--- config.mk ---
export PLATFORM = sky130hd
export DESIGN_NAME = ufl_core
export DESIGN_NICKNAME = d
export VERILOG_FILES = /design/src/inc/ufl_pkg.sv /design/src/core/ufl_core.sv /design/src/core/ufl_sync.sv /design/src/core/ufl_fifo.sv
export SDC_FILE = /design/constraint.sdc
export NUM_CORES = 2
export LEC_CHECK = 0
export CORE_MARGIN = 2
export CORE_UTILIZATION = 40
export DETAILED_ROUTE_END_ITERATION = 8
export DONT_BUFFER_PORTS = 1
export GPL_TIMING_DRIVEN = 1
export PLACE_DENSITY = 0.63
export SLEW_MARGIN = 20
export SYNTH_ARGS = -nofsm -noshare
export SYNTH_HDL_FRONTEND = slang
export SYNTH_HIERARCHICAL = 1
export SYNTH_SLANG_ARGS = --single-unit
--- constraint.sdc ---
create_clock -name SYS_CLK -period 3.5 [get_ports SYS_CLK]
set_input_delay 0 -clock SYS_CLK [delete_from_list [all_inputs] [get_ports SYS_CLK]]
set_output_delay 0 -clock SYS_CLK [all_outputs]
set_load 0.05 [all_outputs]
--- src/inc/ufl_pkg.sv ---
package ufl_pkg;
   // -------------------------------------------------------------
   // Sizes
   // -------------------------------------------------------------
   localparam int NUM_CH = 8;
   localparam logic [7:0] FIFO_FULL_LEVEL = 8'h40;
   localparam int STAGE_WIDTH = 16;
   localparam int STAGE_DEPTH = 8;
   // Deltas wait until the synchronised pins and their last copy agree.
   localparam logic [2:0] WARM_DONE = 3'h5;

   // -------------------------------------------------------------
   // Register map
   // -------------------------------------------------------------
   localparam logic [11:0] GLOBAL_INT_ADDR = 12'h080;
   localparam logic [11:0] CHAN_MAP_FIRST_ADDR = 12'h081;
   localparam logic [11:0] CHAN_MAP_MID_ADDR = 12'h082;
   localparam logic [11:0] CHAN_MAP_LAST_ADDR = 12'h083;
   localparam logic [11:0] DEV_ID_BYTE_ADDR = 12'h08d;
   localparam logic [11:0] DEV_ID_DWORD_ADDR = 12'h08c;
   // Offsets inside each channel's 512-byte block.
   localparam logic [8:0] MODEM_STATUS_OFF = 9'h006;
   localparam logic [8:0] TX_LEVEL_OFF = 9'h00a;
   localparam logic [8:0] RX_LEVEL_OFF = 9'h00b;
   localparam logic [8:0] RX_WINDOW_OFF = 9'h180;
   // Arbitrary identification value.
   localparam logic [7:0] DEVICE_ID_VALUE = 8'h5a;

   // -------------------------------------------------------------
   // Reset values and interrupt codes
   // -------------------------------------------------------------
   localparam logic [7:0] LEVEL_RESET = 8'h00;
   localparam logic [7:0] THRESHOLD_RESET = 8'h00;
   localparam logic [2:0] CODE_NONE = 3'h0;
   localparam logic [2:0] CODE_RX = 3'h1;
   localparam logic [2:0] CODE_TX = 3'h2;
endpackage

--- src/core/ufl_core.sv ---
`timescale 1ns/10ps
// Summary of operation
// - Read-only TX FIFO level, 0x00 to 0x40, equals characters held.
// - Write-only TX threshold, 0x00 to 0x40, is stored.
// - TX interrupt while TX level is below TX threshold.
// - Read-only RX FIFO level, 0x00 to 0x40, equals characters waiting.
// - Write-only RX threshold, 0x00 to 0x40, is stored.
// - RX interrupt once RX level reaches RX threshold.
// - In reset TX idles high, or low when infrared select is high.
// - After reset modem status low nibble zero, high nibble shows pins.
// - Per-channel data-plus-status window, channel 0 at 0x180.
// - Identification register at 0x8D byte, 0x8C doubleword.
// - Identification register read-only; a write sets the armed flag and restarts window reads at a data byte.
// - Window reads return ordered data then status bytes, armed or not.
// - Global interrupt at 0x080, channel maps at 0x081 to 0x083.
module ufl_core (
   input wire logic SYS_CLK,
   input wire logic RST_B,
   input wire logic [11:0] REG_ADDR,
   input wire logic REG_DWORD,
   input wire logic REG_WR,
   input wire logic REG_RD,
   input wire logic [7:0] REG_WDATA,
   output logic [7:0] REG_RDATA,
   output logic REG_RVALID,
   input wire logic [7:0] TX_PUSH,
   input wire logic [7:0] TX_POP,
   input wire logic [7:0] RX_PUSH,
   input wire logic [7:0] RX_POP,
   input wire logic [7:0] RX_PAIR_VALID,
   input wire logic [63:0] RX_PAIR_CHAR,
   input wire logic [63:0] RX_PAIR_STAT,
   output logic [7:0] RX_PAIR_READY,
   output logic [7:0] TX_INT,
   output logic [7:0] RX_INT,
   input wire logic [31:0] MODEM_IN,
   input wire logic INFRARED_MODE_SELECT_PIN,
   input wire logic [7:0] TX_SER,
   output logic [7:0] TX_OUT,
   input wire logic [7:0] RTS_REQ,
   input wire logic [7:0] DTR_REQ,
   output logic [7:0] RTS_B,
   output logic [7:0] DTR_B,
   input wire logic EE_CLK_REQ,
   input wire logic EE_SEL_REQ,
   input wire logic EE_DIN_REQ,
   output logic SERIAL_EEPROM_CLOCK,
   output logic SERIAL_EEPROM_SELECT,
   output logic SERIAL_EEPROM_DATA_IN
);
   // ------------------------------------------------------------------
   // State
   // ------------------------------------------------------------------
   typedef struct packed {
      logic [7:0][7:0] tx_level;
      logic [7:0][7:0] tx_thr;
      logic [7:0][7:0] rx_level;
      logic [7:0][7:0] rx_thr;
      logic [7:0][3:0] modem_last;
      logic [7:0][3:0] modem_delta;
      logic [2:0] warm;
      logic armed;
      logic phase;
      logic [7:0] rdata;
      logic rvalid;
      logic [7:0] tx_int;
      logic [7:0] rx_int;
      logic [7:0] tx_space;
      logic [7:0] rts_b;
      logic [7:0] dtr_b;
      logic ee_clk;
      logic ee_sel;
      logic ee_din;
   } ufl_core_state_type;

   ufl_core_state_type q, d;

   logic [31:0] modem_s;
   logic ir_s;
   logic [7:0] stage_valid;
   logic [7:0] stage_pop;
   logic [7:0][15:0] stage_data;
   logic [2:0] chan;
   logic [8:0] offset;
   logic hit_dev_id;
   logic hit_window;
   logic [23:0] chan_map;

   // ------------------------------------------------------------------
   // Pin synchronisers and receive staging buffers
   // ------------------------------------------------------------------
   ufl_sync #(.WIDTH(33)) u_sync (
      .clk(SYS_CLK),
      .rst_b(RST_B),
      .din({INFRARED_MODE_SELECT_PIN, MODEM_IN}),
      .dout({ir_s, modem_s})
   );

   // Each buffer stalls the channel's receive path through RX_PAIR_READY.
   for (genvar c = 0; c < ufl_pkg::NUM_CH; c++) begin : g_stage
      ufl_fifo #(
         .WIDTH(ufl_pkg::STAGE_WIDTH),
         .DEPTH(ufl_pkg::STAGE_DEPTH)
      ) u_stage (
         .clk(SYS_CLK),
         .rst_b(RST_B),
         .in_valid(RX_PAIR_VALID[c]),
         .in_ready(RX_PAIR_READY[c]),
         .in_data({RX_PAIR_CHAR[c*8 +: 8], RX_PAIR_STAT[c*8 +: 8]}),
         .out_valid(stage_valid[c]),
         .out_ready(stage_pop[c]),
         .out_data(stage_data[c])
      );
   end

   // ------------------------------------------------------------------
   // Address decode helpers
   // ------------------------------------------------------------------
   always_comb begin
      chan = REG_ADDR[11:9];
      offset = REG_ADDR[8:0];
      hit_window = (offset == ufl_pkg::RX_WINDOW_OFF);
      hit_dev_id = REG_DWORD ? (REG_ADDR == ufl_pkg::DEV_ID_DWORD_ADDR)
                             : (REG_ADDR == ufl_pkg::DEV_ID_BYTE_ADDR);
      for (int c = 0; c < ufl_pkg::NUM_CH; c++) begin
         if (q.rx_int[c]) begin
            chan_map[c*3 +: 3] = ufl_pkg::CODE_RX;
         end else if (q.tx_int[c]) begin
            chan_map[c*3 +: 3] = ufl_pkg::CODE_TX;
         end else begin
            chan_map[c*3 +: 3] = ufl_pkg::CODE_NONE;
         end
      end
   end

   // ------------------------------------------------------------------
   // Next state
   // ------------------------------------------------------------------
   always_comb begin
      d = q;
      d.rvalid = 1'b0;
      stage_pop = '0;

      // Line outputs follow their requests; reset values are the idle ones.
      d.rts_b = ~RTS_REQ;
      d.dtr_b = ~DTR_REQ;
      d.ee_clk = EE_CLK_REQ;
      d.ee_sel = EE_SEL_REQ;
      d.ee_din = EE_DIN_REQ;
      // The register holds the inverse of the mark level; see TX_OUT.
      d.tx_space = TX_SER ^ {8{~ir_s}};

      if (q.warm != ufl_pkg::WARM_DONE) begin
         d.warm = q.warm + 3'h1;
      end

      for (int c = 0; c < ufl_pkg::NUM_CH; c++) begin
         // Saturating level counters.
         if (TX_PUSH[c] && !TX_POP[c] &&
             q.tx_level[c] < ufl_pkg::FIFO_FULL_LEVEL) begin
            d.tx_level[c] = q.tx_level[c] + 8'h01;
         end else if (TX_POP[c] && !TX_PUSH[c] &&
                      q.tx_level[c] != 8'h00) begin
            d.tx_level[c] = q.tx_level[c] - 8'h01;
         end
         if (RX_PUSH[c] && !RX_POP[c] &&
             q.rx_level[c] < ufl_pkg::FIFO_FULL_LEVEL) begin
            d.rx_level[c] = q.rx_level[c] + 8'h01;
         end else if (RX_POP[c] && !RX_PUSH[c] &&
                      q.rx_level[c] != 8'h00) begin
            d.rx_level[c] = q.rx_level[c] - 8'h01;
         end
         d.tx_int[c] = d.tx_level[c] < q.tx_thr[c];
         d.rx_int[c] = d.rx_level[c] >= q.rx_thr[c];
         d.modem_last[c] = modem_s[c*4 +: 4];
      end

      // Register read.
      if (REG_RD) begin
         d.rvalid = 1'b1;
         d.rdata = 8'h00;
         if (REG_ADDR == ufl_pkg::GLOBAL_INT_ADDR) begin
            d.rdata = q.tx_int | q.rx_int;
         end else if (REG_ADDR == ufl_pkg::CHAN_MAP_FIRST_ADDR) begin
            d.rdata = chan_map[7:0];
         end else if (REG_ADDR == ufl_pkg::CHAN_MAP_MID_ADDR) begin
            d.rdata = chan_map[15:8];
         end else if (REG_ADDR == ufl_pkg::CHAN_MAP_LAST_ADDR) begin
            d.rdata = chan_map[23:16];
         end else if (hit_dev_id) begin
            d.rdata = ufl_pkg::DEVICE_ID_VALUE;
         end else if (offset == ufl_pkg::TX_LEVEL_OFF) begin
            d.rdata = q.tx_level[chan];
         end else if (offset == ufl_pkg::RX_LEVEL_OFF) begin
            d.rdata = q.rx_level[chan];
         end else if (offset == ufl_pkg::MODEM_STATUS_OFF) begin
            d.rdata = {modem_s[chan*4 +: 4], q.modem_delta[chan]};
            d.modem_delta[chan] = 4'h0;
         end else if (hit_window) begin
            // Data first, then its status; the status read retires the pair.
            if (!stage_valid[chan]) begin
               d.rdata = 8'h00;
            end else if (!q.phase) begin
               d.rdata = stage_data[chan][15:8];
            end else begin
               d.rdata = stage_data[chan][7:0];
               stage_pop[chan] = 1'b1;
            end
            d.phase = ~q.phase;
         end
      end

      // Register write; read-only locations ignore the data.
      if (REG_WR) begin
         if (hit_dev_id) begin
            d.armed = 1'b1;
            d.phase = 1'b0;
         end else if (REG_ADDR[11:8] != 4'h0 || offset < 9'h080) begin
            if (offset == ufl_pkg::TX_LEVEL_OFF) begin
               d.tx_thr[chan] = REG_WDATA;
            end else if (offset == ufl_pkg::RX_LEVEL_OFF) begin
               d.rx_thr[chan] = REG_WDATA;
            end
         end
      end

      // Any access other than to the identification register or a window read clears the armed flag until the next arming write.
      if ((REG_RD || REG_WR) && !hit_dev_id &&
          !(REG_RD && hit_window)) begin
         d.armed = 1'b0;
      end

      // Deltas set after the synchronisers settle; set beats a read clear.
      if (q.warm == ufl_pkg::WARM_DONE) begin
         for (int c = 0; c < ufl_pkg::NUM_CH; c++) begin
            d.modem_delta[c] = d.modem_delta[c] |
               (modem_s[c*4 +: 4] ^ q.modem_last[c]);
         end
      end
   end

   // ------------------------------------------------------------------
   // State register
   // ------------------------------------------------------------------
   always_ff @(posedge SYS_CLK or negedge RST_B) begin
      if (!RST_B) begin
         q <= '0;
         for (int c = 0; c < ufl_pkg::NUM_CH; c++) begin
            q.tx_level[c] <= ufl_pkg::LEVEL_RESET;
            q.rx_level[c] <= ufl_pkg::LEVEL_RESET;
            q.tx_thr[c] <= ufl_pkg::THRESHOLD_RESET;
            q.rx_thr[c] <= ufl_pkg::THRESHOLD_RESET;
         end
         q.rts_b <= 8'hff;
         q.dtr_b <= 8'hff;
         q.ee_clk <= 1'b0;
         q.ee_sel <= 1'b0;
         q.ee_din <= 1'b0;
      end else begin
         q <= d;
      end
   end

   // ------------------------------------------------------------------
   // Outputs
   // ------------------------------------------------------------------
   assign REG_RDATA = q.rdata;
   assign REG_RVALID = q.rvalid;
   assign TX_INT = q.tx_int;
   assign RX_INT = q.rx_int;
   assign RTS_B = q.rts_b;
   assign DTR_B = q.dtr_b;
   assign SERIAL_EEPROM_CLOCK = q.ee_clk;
   assign SERIAL_EEPROM_SELECT = q.ee_sel;
   assign SERIAL_EEPROM_DATA_IN = q.ee_din;
   // The idle level must follow the strap even while reset holds the
   // register, so the raw strap pin sets the final polarity.
   assign TX_OUT = q.tx_space ^ {8{~INFRARED_MODE_SELECT_PIN}};
endmodule

--- src/core/ufl_sync.sv ---
`timescale 1ns/10ps
// Three-stage synchroniser; the output follows once stages two and three
// agree, which filters a single-cycle glitch.
module ufl_sync #(
   parameter int WIDTH = 1
) (
   input wire logic clk,
   input wire logic rst_b,
   input wire logic [WIDTH-1:0] din,
   output logic [WIDTH-1:0] dout
);
   typedef struct packed {
      logic [WIDTH-1:0] s1;
      logic [WIDTH-1:0] s2;
      logic [WIDTH-1:0] s3;
      logic [WIDTH-1:0] out;
   } ufl_sync_state_type;

   ufl_sync_state_type q, d;

   always_comb begin
      d = q;
      d.s1 = din;
      d.s2 = q.s1;
      d.s3 = q.s2;
      for (int i = 0; i < WIDTH; i++) begin
         if (q.s2[i] == q.s3[i]) begin
            d.out[i] = q.s3[i];
         end
      end
   end

   always_ff @(posedge clk or negedge rst_b) begin
      if (!rst_b) begin
         q <= '0;
      end else begin
         q <= d;
      end
   end

   assign dout = q.out;
endmodule

--- src/core/ufl_fifo.sv ---
`timescale 1ns/10ps
// Small show-ahead FIFO; the head word is held in a register.
module ufl_fifo #(
   parameter int WIDTH = 16,
   parameter int DEPTH = 8
) (
   input wire logic clk,
   input wire logic rst_b,
   input wire logic in_valid,
   output logic in_ready,
   input wire logic [WIDTH-1:0] in_data,
   output logic out_valid,
   input wire logic out_ready,
   output logic [WIDTH-1:0] out_data
);
   localparam int AW = $clog2(DEPTH);

   typedef struct packed {
      logic [DEPTH-1:0][WIDTH-1:0] mem;
      logic [AW-1:0] wr;
      logic [AW-1:0] rd;
      logic [AW:0] count;
      logic full;
      logic empty;
      logic [WIDTH-1:0] head;
   } ufl_fifo_state_type;

   ufl_fifo_state_type q, d;
   logic push;
   logic pop;

   always_comb begin
      d = q;
      push = in_valid && !q.full;
      pop = out_ready && !q.empty;
      if (push) begin
         d.mem[q.wr] = in_data;
         d.wr = (q.wr == AW'(DEPTH - 1)) ? '0 : q.wr + 1'b1;
      end
      if (pop) begin
         d.rd = (q.rd == AW'(DEPTH - 1)) ? '0 : q.rd + 1'b1;
      end
      if (push && !pop) begin
         d.count = q.count + 1'b1;
      end else if (pop && !push) begin
         d.count = q.count - 1'b1;
      end
      d.full = (d.count == (AW + 1)'(DEPTH));
      d.empty = (d.count == '0);
      d.head = d.mem[d.rd];
   end

   always_ff @(posedge clk or negedge rst_b) begin
      if (!rst_b) begin
         q <= '0;
         q.empty <= 1'b1;
      end else begin
         q <= d;
      end
   end

   assign in_ready = !q.full;
   assign out_valid = !q.empty;
   assign out_data = q.head;
endmodule

==> impl_metrics.ini <==
[logic_synthesis]
yosysTopAreaCellShare_pct = 44.2
synth_area_leaders = dfrtp_1 (44%), mux2_2 (6.5%), nand2_1 (5.4%)
ys_seq_area_share_pct = 44.8
synth.largest_area_cell = dfrtp_1
synthMuxAreaShare_pct = 11.4
synth_xor_area_share_pct = 1.63
yosysUniqueCellTypes = 96
syn_nets = 10426
synth_compound_area_share_pct = 21.6
synthArstFlopShare_pct = 100
avgSynthCellArea_um2 = 9.84
ys_warn_count = 6
netlist_top_cells_count = dfrtp_1 (1732), nand2_1 (1418), a21oi_1 (857)
synth_top_family_by_area = compound AO/OA/AOI/OAI gates
ys_ff_latch = 1756
synth_most_common_cell = dfrtp_1
synth_adder_area_share_pct = 3.02
syn_inst = 9966
syn-cell-area_mm2 = 0.0981
synth_enable_flop_cells = 0
synthSimpleGateAreaFrac_pct = 10.8
ys.flop_type = dfrtp_1

[worst_setup_path]
path_max_fanout = 7
cp.required_ns = 4.31
end_kind = register
worstSetupPathType = reg -> reg
rrSetupSlack_ns = -0.12
worst_ep_arrival_time_ns = 4.43
r2r_cells = 18
reg2reg_from = g_stage[1].u_stage/q[16]
worst_setup_path_start_kind = register
reg2reg_to = g_stage[4].u_stage/out_data[6]

[outcome]
outcome = finished with violations
violations = setup timing

[route]
vias_per_cell = 6.27
finalWirelength_um = 359000
vias = 86172
drt_pass1_iterations = 6
ant_nets = 0
drcViolationCount = 0
drt_iter0_drc = 9888
wl_per_cell_um = 26.1

[global_route]
grt_pass1_wl_um = 528000
overflow = 0
track_usage_pct = 27.3
grt_max_degree = 217
antenna_found_initial = 72
grt_pass1_vias = 84321

[sta]
tightest_slew_ns = 1.18
max_slew_margin_pct = 20.8
post-route-period-util_pct = 104
grt_setup_unrepaired = yes
layout_min_cycle_time_ns = 3.62
fmax_ghz = 0.276
hold_viol = 0
timing.final.ws_setup_ns = -0.124
setup_violations = 63
final_max_slew_viol_count = 0
clock_skew_ns = 0.0812
setup-tns-final_ns = -2.59

[worst_hold_path]
hold_start = RX_PAIR_STAT[13]
hold_class = in -> reg
hold-path-endpoint = g_stage[1].u_stage/q[113]
hold_depth = 3

[cts]
clock_sinks = 1756
clock_latency_ns = 0.90
clk_path_buf_depth = 3
cts_tree = done
cts_root_buf = clkbuf_16
cts_max_level = 4
clk_pin_slew_worst_paths_ns = 0.06
cts_buffers = 201

[placed_design]
dpl.hpwl_um = 226000
dp_cells = 12642
gp_congestion = 0.923
port_buffers = 0

[power]
power_density_mw_per_mm2 = 752
ir_worst_vdd_v = 0.000582
p_leak_nw = 51.7
finalPower_mw = 90.2

[die]
dieWidth_um = 499
die_h_um = 499
die-area_mm2 = 0.249
pin_count = 313
initial_utilization_pct = 40.3
coreArea_mm2 = 0.243
fp-row-count = 181

[final_layout]
fin_util_pct = 49.3
drive_gt1_share_pct = 21.9
final_net_count = 10812
layoutNonFillerInstCount = 13754
syn2layout_area_growth_pct = 22.3

[run]
drv_cap = 0
## cell families (layout without fill, tap and decap cells)
family,after synthesis,in the layout
XOR/XNOR,182,182
multiplexers,1015,1015
buffers and inverters,1353,1901
AO/OA/AOI/OAI,3090,3091
other,0,37
adder cells (fa/ha/maj),240,240
AND/OR/NAND/NOR,2330,2330
flip-flops,1756,1756
## how the worst max path moves through the flow
stage,startpoint,to,slack [ns],cells after the start
2_1_floorplan,REG_ADDR[5],g_stage[0].u_stage/out_data[1],0.27,15
3_3_place_gp,REG_ADDR[5],g_stage[2].u_stage/q[16],-0.76,14
3_5_place_dp,REG_ADDR[5],g_stage[2].u_stage/q[16],-0.85,14
4_1_cts,g_stage[2].u_stage/q[16],g_stage[6].u_stage/out_data[10],0.0005,17
5_1_grt,g_stage[1].u_stage/q[16],g_stage[4].u_stage/out_data[0],-0.18,18
6_report,g_stage[1].u_stage/q[16],g_stage[4].u_stage/out_data[6],-0.12,18
## layout by cell type (no fill, tap or decap), types with 117 or more instances in the layout
cell           Yosys  layout
ha_1             207     207
nand4_1          139     139
inv_1            286     283
mux2i_1          429     416
nand2_1         1418    1418
dfrtp_1         1732    1727
buf_12             0     122
a22oi_1          184     147
mux2_2           564     555
clkbuf_16          0     229
xnor2_1          127     117
nor2_1           215     170
nor3_1           174     166
dlygate4sd3_1      0     522
a21oi_1          857     853
o21ai_0          628     615
buf_4            238     441
a21boi_0         225     225
o211ai_1         146     146
## metal layers
| layer | vias up | GRT usage (%) | part of all wire, % |
|---|---|---|---|
| li1 | 37210 | - | - |
| met1 | 43130 | 35.9 | 40 |
| met5 | - | 0 | 0.079 |
| met2 | 4695 | 40.9 | 44 |
| met3 | 1093 | 6.96 | 10 |
| met4 | 44 | 15.1 | 6.1 |
## sequential cells by signal, summed over array words and instances (netlist names), 8 cells and up
name                      count
TX_INT                        8
u_sync/d                     66
RTS_B                         8
u_sync/q                     33
RX_INT                        8
g_stage.u_stage/out_data    128
u_sync/dout                  33
g_stage.u_stage/q          1120
q                           332
DTR_B                         8
REG_RDATA                     8
## report_power, final
| group | switching [mW] | leakage, nW | total [mW] | internal [mW] |
|---|---|---|---|---|
| sequential | 7.49 | 21.1 | 35.6 | 28.1 |
| combinational | 19.1 | 27.2 | 32.5 | 13.4 |
| clock | 9.30 | 3.41 | 22.1 | 12.8 |
## repair_timing
| item | 4_1_cts | 5_1_grt |
|---|---|---|
| cloned | 19 | 39 |
| endpoints found under the setup margin | 145 | 295 |
| endpoints found under the hold margin | 2155 | 0 |
| pin swaps | 63 | 184 |
| setup buffers | 57 | 65 |
| hold buffers | 545 | 0 |
| resized for setup | 173 | 446 |
## per-stage QoR
stage               setup WS (ns)  hold slack [ns]  instance area (um2)
detailed placement         -0.848           -0.288               102000
floorplan                   0.270           -0.296                98100
global placement           -0.759           -0.288               102000
global route               -0.180           0.0509               120000
finish                     -0.124           0.0489               120000
CTS                      0.000454         0.000678               117000
## worst max-delay path, stage by stage, from the launching register on
cell and delay, ns:
dfstp_2 0.54, inv_2 0.05, mux4_2 0.45, mux2i_1 0.20
and4bb_2 0.30, nand4_4 0.10, buf_12 0.13, buf_8 0.13
nor2_4 0.05, nand2b_1 0.09, buf_6 0.14, buf_6 0.11
mux2i_4 0.31, buf_12 0.18, buf_6 0.12, clkbuf_16 0.16
o211ai_1 0.11, a32o_2 0.28, nand4_1 0.07
## cell type report
class | instances | area, um2
Fill cell | 21404 | 123000
Multi-Input combinational cell | 6858 | 50100
Sequential cell | 1756 | 44000
Timing Repair Buffer | 1239 | 13700
Clock buffer | 280 | 5800
Tap cell | 3202 | 4010
Inverter | 294 | 1150
Clock inverter | 86 | 1140
Antenna cell | 37 | 92.6
Timing Repair inverter | 2 | 17.5
(Power assumes the default switching activity.)
